==> src/hpp_pkg.sv <==
// constants and types for the host parallel port dsp-side datapath
//
// Overview of operation
// - six 24-bit registers in x data space, reached by load and store.
// - transmit and receive paths are each double-buffered.
// - only the dsp core reaches these registers; host has no path.
// - upper eight bits of the four control registers read as zero.
// - any reset disables the port, pins become gpio and disconnected.
// - copy host tx bytes to receive word when both flags are clear.
// - that copy sets host tx empty and dsp rx full flags.
// - receive word is read-only; reading it clears rx full.
// - while rx full, receive word is offered to an on-chip dma channel.
// - transmit word is write-only; writing it clears tx empty.
// - move transmit word to host rx bytes when both flags are clear.
// - that move sets host rx full and dsp tx empty flags.
// - status bits after a dsp write become valid two cycles later.
// - control bit 0 with rx full raises receive interrupt request.
// - control bit 1 with tx empty raises transmit interrupt request.
// - control bit 2 with command pending raises command request.
// - command interrupt vector comes from the host command vector register.
// - priority is command, then transmit, then receive.
// - two dsp-written flag bits are shown to the host status.
// - host initialize can also clear the rx full flag.
package hpp_pkg;
    localparam int HPP_DW = 24;
    localparam int HPP_AW = 24;
    // ==========================================================
    // register addresses
    localparam logic [23:0] HPP_ADDR_CTRL = 24'hff_ffc2;
    localparam logic [23:0] HPP_ADDR_STAT = 24'hff_ffc3;
    localparam logic [23:0] HPP_ADDR_PCTL = 24'hff_ffc4;
    localparam logic [23:0] HPP_ADDR_BASE = 24'hff_ffc5;
    localparam logic [23:0] HPP_ADDR_RXW = 24'hff_ffc6;
    localparam logic [23:0] HPP_ADDR_TXW = 24'hff_ffc7;
    // ==========================================================
    // field positions and widths
    localparam int HPP_CTRL_RIE = 0;
    localparam int HPP_CTRL_TIE = 1;
    localparam int HPP_CTRL_CIE = 2;
    localparam int HPP_CTRL_FA = 3;
    localparam int HPP_CTRL_FB = 4;
    localparam int HPP_CTRL_W = 8;
    localparam int HPP_STAT_RDF = 0;
    localparam int HPP_STAT_TDE = 1;
    localparam int HPP_STAT_CP = 2;
    localparam int HPP_STAT_HF0 = 3;
    localparam int HPP_STAT_HF1 = 4;
    localparam int HPP_PCTL_W = 16;
    localparam int HPP_PCTL_EN = 6;
    localparam int HPP_BASE_W = 8;
    localparam int HPP_CREG_W = 16;
    localparam int HPP_VEC_W = 7;
    // ==========================================================
    // reset values
    localparam logic [7:0] HPP_CTRL_RST = 8'h00;
    localparam logic [15:0] HPP_PCTL_RST = 16'h0000;
    localparam logic [7:0] HPP_BASE_RST = 8'h00;
    // status pipeline depth after a dsp write
    localparam int HPP_STAT_DLY = 2;
    // ==========================================================
    // interrupt source encoding
    typedef enum logic [1:0] {
        HPP_IRQ_NONE = 2'b00,
        HPP_IRQ_RX = 2'b01,
        HPP_IRQ_TX = 2'b11,
        HPP_IRQ_CMD = 2'b10
    } hpp_irq_t;
endpackage

==> src/hpp_skid.sv <==
// two-entry valid/ready buffer for 24-bit words
`timescale 1ns/1ps
`default_nettype none
module hpp_skid #(
    parameter int WIDTH = 24
) (
    input wire logic ref_clk,
    input wire logic rst,
    input wire logic flush,
    input wire logic in_valid,
    output logic in_ready,
    input wire logic [WIDTH-1:0] in_data,
    output logic out_valid,
    input wire logic out_ready,
    output logic [WIDTH-1:0] out_data
);
    logic [WIDTH-1:0] mem_reg [2];
    logic rd_ptr_reg;
    logic wr_ptr_reg;
    logic [1:0] cnt_reg;
    logic push;
    logic pop;

    assign in_ready = (cnt_reg != 2'd2);
    assign out_valid = (cnt_reg != 2'd0);
    assign out_data = mem_reg[rd_ptr_reg];
    assign push = in_valid && in_ready;
    assign pop = out_valid && out_ready;

    always_ff @(posedge ref_clk or posedge rst) begin
        if (rst) begin
            rd_ptr_reg <= 1'b0;
            wr_ptr_reg <= 1'b0;
            cnt_reg <= 2'd0;
        end else if (flush) begin
            rd_ptr_reg <= 1'b0;
            wr_ptr_reg <= 1'b0;
            cnt_reg <= 2'd0;
        end else begin
            if (push) begin
                wr_ptr_reg <= ~wr_ptr_reg;
            end
            if (pop) begin
                rd_ptr_reg <= ~rd_ptr_reg;
            end
            if (push && !pop) begin
                cnt_reg <= cnt_reg + 2'd1;
            end else if (pop && !push) begin
                cnt_reg <= cnt_reg - 2'd1;
            end
        end
    end

    always_ff @(posedge ref_clk) begin
        if (push) begin
            mem_reg[wr_ptr_reg] <= in_data;
        end
    end
endmodule
`default_nettype wire

==> src/hpp_dsp_side.sv <==
// dsp-side datapath, flags and interrupt requests of the host parallel port
`timescale 1ns/1ps
`default_nettype none
module hpp_dsp_side
    import hpp_pkg::*;
(
    input wire logic ref_clk,
    input wire logic rst,
    input wire logic soft_rst,
    // dsp core x-memory access
    input wire logic [23:0] dsp_addr,
    input wire logic dsp_rd,
    input wire logic dsp_wr,
    input wire logic [23:0] dsp_wdata,
    output logic [23:0] dsp_rdata,
    // on-chip dma channel
    output logic dma_rx_req,
    output logic dma_tx_req,
    // host-side byte registers
    input wire logic [23:0] host_tx_bytes,
    input wire logic host_tx_valid,
    output logic host_tx_taken,
    output logic [23:0] host_rx_bytes,
    output logic host_rx_full_flag,
    input wire logic host_rx_read,
    input wire logic host_init,
    input wire logic command_pending_flag,
    input wire logic [6:0] command_vector_reg,
    input wire logic [1:0] host_flags_in,
    output logic dsp_to_host_flag_a,
    output logic dsp_to_host_flag_b,
    output logic port_enable,
    // interrupt request to the core
    output logic irq_req,
    output logic [1:0] irq_source,
    output logic [6:0] irq_vector
);
    logic [7:0] port_control_reg;
    logic [15:0] pin_control_reg;
    logic [7:0] base_address_reg;
    logic [23:0] dsp_receive_word;
    logic dsp_rx_full_flag;
    logic dsp_tx_empty_flag;
    logic [23:0] host_rx_reg;
    logic host_rx_full_reg;
    logic [HPP_STAT_DLY-1:0] tde_pipe_reg;
    logic [23:0] rdata_next;
    logic rd_rx;
    logic wr_tx;
    logic fill_rx;
    logic tx_in_ready;
    logic tx_out_valid;
    logic [23:0] tx_out_data;
    logic drain_tx;
    logic any_rst;
    hpp_irq_t src_next;

    function automatic logic hit(input logic [23:0] a, input logic [23:0] b);
        return a == b;
    endfunction

    assign any_rst = soft_rst;
    // ==========================================================
    // access decode
    // core-only decode
    assign rd_rx = dsp_rd && hit(dsp_addr, HPP_ADDR_RXW);
    assign wr_tx = dsp_wr && hit(dsp_addr, HPP_ADDR_TXW);

    // ==========================================================
    // control registers
    always_ff @(posedge ref_clk or posedge rst) begin
        if (rst) begin
            port_control_reg <= HPP_CTRL_RST;
            pin_control_reg <= HPP_PCTL_RST;
            base_address_reg <= HPP_BASE_RST;
        end else if (any_rst) begin
            port_control_reg <= HPP_CTRL_RST;
            pin_control_reg <= HPP_PCTL_RST;
            base_address_reg <= HPP_BASE_RST;
        end else if (dsp_wr) begin
            if (hit(dsp_addr, HPP_ADDR_CTRL)) begin
                port_control_reg <= dsp_wdata[HPP_CTRL_W-1:0];
            end
            if (hit(dsp_addr, HPP_ADDR_PCTL)) begin
                pin_control_reg <= dsp_wdata[HPP_PCTL_W-1:0];
            end
            if (hit(dsp_addr, HPP_ADDR_BASE)) begin
                base_address_reg <= dsp_wdata[HPP_BASE_W-1:0];
            end
        end
    end

    // ==========================================================
    // host-to-dsp receive word
    // copy when host word valid, receive word empty and port enabled
    assign fill_rx = host_tx_valid && !dsp_rx_full_flag && port_enable;

    always_ff @(posedge ref_clk or posedge rst) begin
        if (rst) begin
            dsp_rx_full_flag <= 1'b0;
            dsp_receive_word <= 24'h00_0000;
            host_tx_taken <= 1'b0;
        end else begin
            host_tx_taken <= fill_rx;
            if (any_rst) begin
                dsp_rx_full_flag <= 1'b0;
            end else if (fill_rx) begin
                dsp_rx_full_flag <= 1'b1;
                dsp_receive_word <= host_tx_bytes;
            end else if (rd_rx || host_init) begin
                dsp_rx_full_flag <= 1'b0;
            end
        end
    end

    // ==========================================================
    // dsp-to-host transmit path, double-buffered
    // buffer between transmit word and host bytes
    hpp_skid #(
        .WIDTH(HPP_DW)
    ) u_tx_buf (
        .ref_clk(ref_clk),
        .rst(rst),
        .flush(any_rst),
        .in_valid(wr_tx),
        .in_ready(tx_in_ready),
        .in_data(dsp_wdata),
        .out_valid(tx_out_valid),
        .out_ready(!host_rx_full_reg && port_enable),
        .out_data(tx_out_data)
    );

    assign drain_tx = tx_out_valid && !host_rx_full_reg && port_enable;

    always_ff @(posedge ref_clk or posedge rst) begin
        if (rst) begin
            host_rx_full_reg <= 1'b0;
            host_rx_reg <= 24'h00_0000;
        end else if (any_rst || host_init) begin
            host_rx_full_reg <= 1'b0;
        end else if (drain_tx) begin
            host_rx_full_reg <= 1'b1;
            host_rx_reg <= tx_out_data;
        end else if (host_rx_read) begin
            host_rx_full_reg <= 1'b0;
        end
    end

    // write clears empty, seen two cycles on
    always_ff @(posedge ref_clk or posedge rst) begin
        if (rst) begin
            tde_pipe_reg <= '1;
            dsp_tx_empty_flag <= 1'b1;
        end else if (any_rst) begin
            tde_pipe_reg <= '1;
            dsp_tx_empty_flag <= 1'b1;
        end else begin
            tde_pipe_reg <= {tde_pipe_reg[HPP_STAT_DLY-2:0],
                             tx_in_ready && !wr_tx};
            dsp_tx_empty_flag <= tde_pipe_reg[HPP_STAT_DLY-2] && tx_in_ready;
        end
    end

    // ==========================================================
    // read data
    always_comb begin
        rdata_next = 24'h00_0000;
        unique case (dsp_addr)
            HPP_ADDR_CTRL: rdata_next = {16'h0000, port_control_reg};
            HPP_ADDR_STAT: begin
                rdata_next[HPP_STAT_RDF] = dsp_rx_full_flag;
                rdata_next[HPP_STAT_TDE] = dsp_tx_empty_flag;
                rdata_next[HPP_STAT_CP] = command_pending_flag;
                rdata_next[HPP_STAT_HF0] = host_flags_in[0];
                rdata_next[HPP_STAT_HF1] = host_flags_in[1];
            end
            HPP_ADDR_PCTL: rdata_next = {8'h00, pin_control_reg};
            HPP_ADDR_BASE: rdata_next = {16'h0000, base_address_reg};
            HPP_ADDR_RXW: rdata_next = dsp_receive_word;
            default: rdata_next = 24'h00_0000;
        endcase
    end

    always_ff @(posedge ref_clk or posedge rst) begin
        if (rst) begin
            dsp_rdata <= 24'h00_0000;
        end else if (dsp_rd) begin
            dsp_rdata <= rdata_next;
        end
    end

    // ==========================================================
    // interrupt priority and outputs
    always_comb begin
        if (port_control_reg[HPP_CTRL_CIE] && command_pending_flag) begin
            src_next = HPP_IRQ_CMD;
        end else if (port_control_reg[HPP_CTRL_TIE] && dsp_tx_empty_flag) begin
            src_next = HPP_IRQ_TX;
        end else if (port_control_reg[HPP_CTRL_RIE] && dsp_rx_full_flag) begin
            src_next = HPP_IRQ_RX;
        end else begin
            src_next = HPP_IRQ_NONE;
        end
    end

    always_ff @(posedge ref_clk or posedge rst) begin
        if (rst) begin
            irq_req <= 1'b0;
            irq_source <= 2'b00;
            irq_vector <= 7'h00;
            dma_rx_req <= 1'b0;
            dma_tx_req <= 1'b0;
            dsp_to_host_flag_a <= 1'b0;
            dsp_to_host_flag_b <= 1'b0;
            port_enable <= 1'b0;
        end else begin
            irq_req <= (src_next != HPP_IRQ_NONE) && !any_rst;
            irq_source <= any_rst ? HPP_IRQ_NONE : src_next;
            irq_vector <= command_vector_reg;
            dma_rx_req <= dsp_rx_full_flag && !fill_rx && !rd_rx;
            dma_tx_req <= dsp_tx_empty_flag;
            dsp_to_host_flag_a <= port_control_reg[HPP_CTRL_FA];
            dsp_to_host_flag_b <= port_control_reg[HPP_CTRL_FB];
            port_enable <= pin_control_reg[HPP_PCTL_EN] && !any_rst;
        end
    end

    assign host_rx_bytes = host_rx_reg;
    assign host_rx_full_flag = host_rx_full_reg;
endmodule
`default_nettype wire

==> config.mk <==
export PLATFORM = sky130hd
export DESIGN_NAME = hpp_dsp_side
export DESIGN_NICKNAME = d
export VERILOG_FILES = /design/src/hpp_pkg.sv /design/src/hpp_skid.sv /design/src/hpp_dsp_side.sv
export SDC_FILE = /design/constraint.sdc
export NUM_CORES = 1
export LEC_CHECK = 0
export BUFFER_PORTS_ARGS = -buffer_cell sky130_fd_sc_hd__buf_4
export CAP_MARGIN = 20
export CORE_MARGIN = 2
export CORE_UTILIZATION = 55
export DETAILED_ROUTE_END_ITERATION = 16
export PLACE_DENSITY = 0.8
export SLEW_MARGIN = 40
export SYNTH_ARGS = -nofsm -noshare
export SYNTH_HDL_FRONTEND = slang
export SYNTH_HIERARCHICAL = 1
export SYNTH_SLANG_ARGS = --single-unit
export TNS_END_PERCENT = 100
==> constraint.sdc <==
create_clock -name ref_clk -period 9 [get_ports ref_clk]
set_clock_uncertainty 0.1 [all_clocks]
set_input_delay 1.8 -clock ref_clk [delete_from_list [all_inputs] [get_ports ref_clk]]
set_output_delay 1.8 -clock ref_clk [all_outputs]
set_load 0.01 [all_outputs]
## Word-level counts from Yosys, hierarchy flattened

Memories as Yosys holds them, arrays and structs flattened. A register that Yosys moved wholly into a read port is not among the register bits.
Index checks and enable logic that the tools add are counted.

- Add/subtract/negate cells: 2
- Equal/unequal tests: 7
- Multiplexer cells: 32
- Bitwise gates (word level): 4
- Reduce and logical (&&, ||, !) cells: 46

Operator list:

| kind | number |
|---|---|
| $eq 24x24->1 const B | 6 |
| $pmux 19 s4 | 1 |
| $mux 16 | 3 |
| $mux 8 | 6 |
| $pmux 5 s5 | 1 |
| $logic_and 1x1->1 | 20 |
| $reduce_bool 2->1 | 8 |
| $mux 1 | 15 |
| $mux 2 | 6 |
| $reduce_and 2->1 | 5 |
| $reduce_bool 3->1 | 3 |
| $logic_not 1->1 | 8 |
| $not 1->1 | 4 |
| $add 2x1->2 const B | 1 |
| $logic_or 1x1->1 | 2 |
| $ne 2x2->1 const B | 1 |
| $sub 2x1->2 const B | 1 |

- Bits in registers: 104
- Memory bits (writable): 48
- Input port bits: 90
- Output and inout bits: 65
- Logic and storage cells: 113
- Memories kept: 1

Memories:

| memory | depth | bits a word | rd ports | clocked after memory_dff | write ports | RTL line | RTL |
|---|---|---|---|---|---|---|---|
| u_tx_buf.mem_reg | 2 | 24 | 1 | 1 | 1 | hpp_skid.sv:17 | `logic [WIDTH-1:0] mem_reg [2];` |

## Logic depth before layout (Yosys ltp)

- Depth in word-level cells: 8
- Gate-level depth with buffers: 8
- Gate-level depth less buffers: 6

## Modules after synthesis

Netlist, hierarchy kept.

Modules (own cells, without submodules):

| module | instances | cells each | area an instance (µm²) | sequential area each (µm²) |
|---|---|---|---|---|
| hpp_dsp_side | 1 | 434 | 5243.8 | 3105.5 |
| hpp_skid | 1 | 100 | 1973.1 | 1541.5 |

## Worst setup path after synthesis

OpenSTA, ideal clock, no wires.

- Path type: input -> register
- From: in dsp_addr[0]
- To: mem u_tx_buf.mem_reg[1][0] (enable)
- Library setup time: 0.383 ns
- Arrival: 3.315 ns
- Data required time: 8.517 ns
- Slack: 5.202 ns
- Stages on the path: 6
- Buffers on the path: 2
- Cells stage by stage: buf_2 -> buf_2 -> nand2_1 -> nor2_1 -> and3_1 -> and3_1

- Word-level cells in the longest chain between the ends: 5

RTL lines:

| element | RTL line | RTL |
|---|---|---|
| from (decl) | hpp_dsp_side.sv:11 | `input wire logic [23:0] dsp_addr,` |
| $eq 24x24->1 | hpp_dsp_side.sv:59 | `return a == b;` |
| $logic_and 1x1->1 | hpp_dsp_side.sv:67 | `assign wr_tx = dsp_wr && hit(dsp_addr, HPP_ADDR_TXW);` |
| net wr_tx | hpp_dsp_side.sv:49 | `logic wr_tx;` |
| $logic_and 1x1->1 | hpp_skid.sv:27 | `assign push = in_valid && in_ready;` |
| $mux 1 | hpp_skid.sv:55 | `if (push) begin` |
| $mux 1 (not written as such) | hpp_skid.sv:56 | `mem_reg[wr_ptr_reg] <= in_data;` |
| to (decl) | hpp_skid.sv:17 |  |

The timed path passes the listed nets, and every way through them passes these cells.

## Final worst setup path

- From: in dsp_addr[3]
- To: mem u_tx_buf.mem_reg[1][16] (enable)

The elaborated chain is that of the path after synthesis.

==> results_dict.tcl <==
set metrics [dict create \
    yosysMostFrequentCell "dfrtp_1" \
    whs_ns 0.311 \
    synth-edff-count 48 \
    drv_slew 0 \
    coreArea_sq_mm 0.0127 \
    grt_use_total_pct 25.5 \
    drive_gt1_share_pct 36.7 \
    hpwl_mm 11.5 \
    yosysUniqueCellTypes 46 \
    synth-seq-cells 176 \
    r2r_slack_ns 6.83 \
    outcome "finished clean" \
    utilization_pct 71.0 \
    yosysTopAreaCellShare_pct 43.7 \
    synth_cells 534 \
    hp-class "flip-flop to flip-flop" \
    port_buffers 154 \
    start_util_pct 56.7 \
    end_kind "flip-flop" \
    final_nets 763 \
    cts_tree "yes" \
    vias 5069 \
    clk_latency_ns 0.42 \
    slew_headroom_pct 49.5 \
    max_freq_mhz 243 \
    path_class "input pin to flip-flop" \
    syn_to_final_growth_pct 25.2 \
    yosys_warnings 6 \
    async_flop_share_pct 72.7 \
    postLayoutCellArea_sq_mm 0.00903 \
    post-place-ws_ns 4.54 \
    syn_nets 624 \
    critPathMaxFanout 24 \
    cts-root-buf "clkbuf_16" \
    cts.sinks 176 \
    ant_nets 0 \
    netlist_area_sq_mm 0.00722 \
    die_w_um 119 \
    p_leak_nw 4.05 \
    largest_reg_flops 48 \
    wl_per_cell_um 19.9 \
    crit_end "u_tx_buf/mem_reg[1][16]$_DFFE_PP_" \
    grt_max_degree 78 \
    first_global_vias 5300 \
    cts_buffer_depth 2 \
    synth_area_leaders "dfrtp_1 (44%), edfxtp_1 (20%), mux2_2 (8.3%), a21oi_1 (3.0%), mux2_1 (3.0%)" \
    die-area_sq_mm 0.0141 \
    cts-hold-fix-buffers 0 \
    cts_setup_buffers 0 \
    rsz0062_at_grt "no" \
    synth_top_area_cell "dfrtp_1" \
    clk_pin_slew_worst_paths_ns 0.06 \
    finalSetupViolCount 0 \
    grt.overflow.total 0 \
    arrival_ns 4.06 \
    reg2reg_from "port_enable$_DFF_PP0_" \
    cellPowerDensity_mw_per_mm2 183 \
    hold_violations 0 \
    worst_pin_slew_ns 0.758 \
    htree_levels 4 \
    antennaDiodeCount 0 \
    cts_made_buffers 17 \
    synthFlopType "dfrtp_1" \
    finalCriticalPeriod_ns 4.11 \
    vdd_drop_max_mv 0.0963 \
    ys_seq_area_share_pct 64.4 \
    drt_pass1_iterations 5 \
    drv_cap 0 \
    finalWorstSetupSlack_ns 4.89 \
    die_y_um 119 \
    grt_pass1_wl_mm 27.8 \
    rows 41 \
    io_pins 155 \
    postPlaceCellArea_sq_mm 0.00842 \
    critPathLaunch "dsp_addr[3]" \
    drc 0 \
    startpoint_type "input pin" \
    drt-vias-per-instance 5.91 \
    reg2reg_depth 3 \
    drt_iter0_markers 467 \
    timing.rr.end "host_rx_bytes[4]$_DFFE_PP0P_" \
    gp_congestion 0.857 \
    syn-mean-instance-area_sq_um 13.5 \
    worstPathRequired_ns 8.95 \
    wl_mm 17.1 \
    fin_setup_tns_ns 0 \
    cts_resized 0 \
    timing.final.crit_share_pct 45.7 \
    synth_common_cells "dfrtp_1 (126), mux2_2 (53), edfxtp_1 (48)" \
    antenna_found_initial 0 \
]
## critical path, cell delays in order
cell	delay, ns
buf_4	0.11
nor2_1	0.27
and4_1	0.75
and3_1	0.47
and3_2	0.65
## report_power, final
group	internal, mW	total (mW)	switching, mW
logic	0.0314	0.0699	0.0385
clock network	0.467	0.761	0.294
registers	0.823	0.823	0.000475
## cell usage in the layout, fill, tap and decap left out, drive strengths merged, types with 2 or more instances in the layout
master	instances
mux2i	17
and4	6
buf	156
and4b	2
o2bb2ai	13
o21ai	41
and3	3
mux2	72
edfxtp	48
a21o	2
nor2b	3
inv	11
bufinv	4
nand2	6
nand2b	4
clkinv	8
nand4	23
dfrtp	126
nor2	11
o22ai	3
a22o	8
clkbuf	19
nor3b	2
or2	5
a21oi	43
nand3b	7
nand3	22
a22oi	8
dfstp	2
## layout make-up
class                   instances  area, sq um
clock inverters                13          168
clock buffers                  19          443
flip-flops and latches        176         4650
repair buffers                156         1170
fillers                       890         3690
inverters                      11         43.8
well taps                     172          215
multi-input cells             311         2340
## cells by family (layout without fill, tap and decap cells)
group           after synthesis  after routing  synth area share (%)
flops                       176            176                  64.4
xor+xnor                      1              1                 0.121
simple gates                 97             97                  8.27
buf+inv                      47            199                  3.26
mux                          89             89                  13.6
compound gates              124            124                  10.4
## routing by layer
layer / share of wire [%] / track usage (%) / routed length [um]
met3: 8.8 / 7.29 / 1500
met2: 50 / 40.2 / 8480
met4: 1.7 / 9.97 / 290
met5: 0 / 0 / 0
met1: 40 / 33.7 / 6830
## through the flow
stage	total power, mW	std cells
2_1_floorplan	0.864	534
3_3_place_gp	0.907	826
3_5_place_dp	0.909	826
4_1_cts	1.66	858
5_1_grt	1.71	858
6_report	1.65	858
## how the worst min path moves through the flow
stage,from,endpoint,cells past startpoint
after floorplan,port_control_reg[3]$_DFFE_PP0P_,dsp_to_host_flag_a$_DFF_PP0_,0
after global placement,port_control_reg[4]$_DFFE_PP0P_,dsp_to_host_flag_b$_DFF_PP0_,0
after detailed placement,port_control_reg[3]$_DFFE_PP0P_,dsp_to_host_flag_a$_DFF_PP0_,0
after CTS,port_control_reg[3]$_DFFE_PP0P_,dsp_to_host_flag_a$_DFF_PP0_,0
after global routing,port_control_reg[3]$_DFFE_PP0P_,dsp_to_host_flag_a$_DFF_PP0_,0
final,port_control_reg[3]$_DFFE_PP0P_,dsp_to_host_flag_a$_DFF_PP0_,0
(Power assumes the default switching activity.)
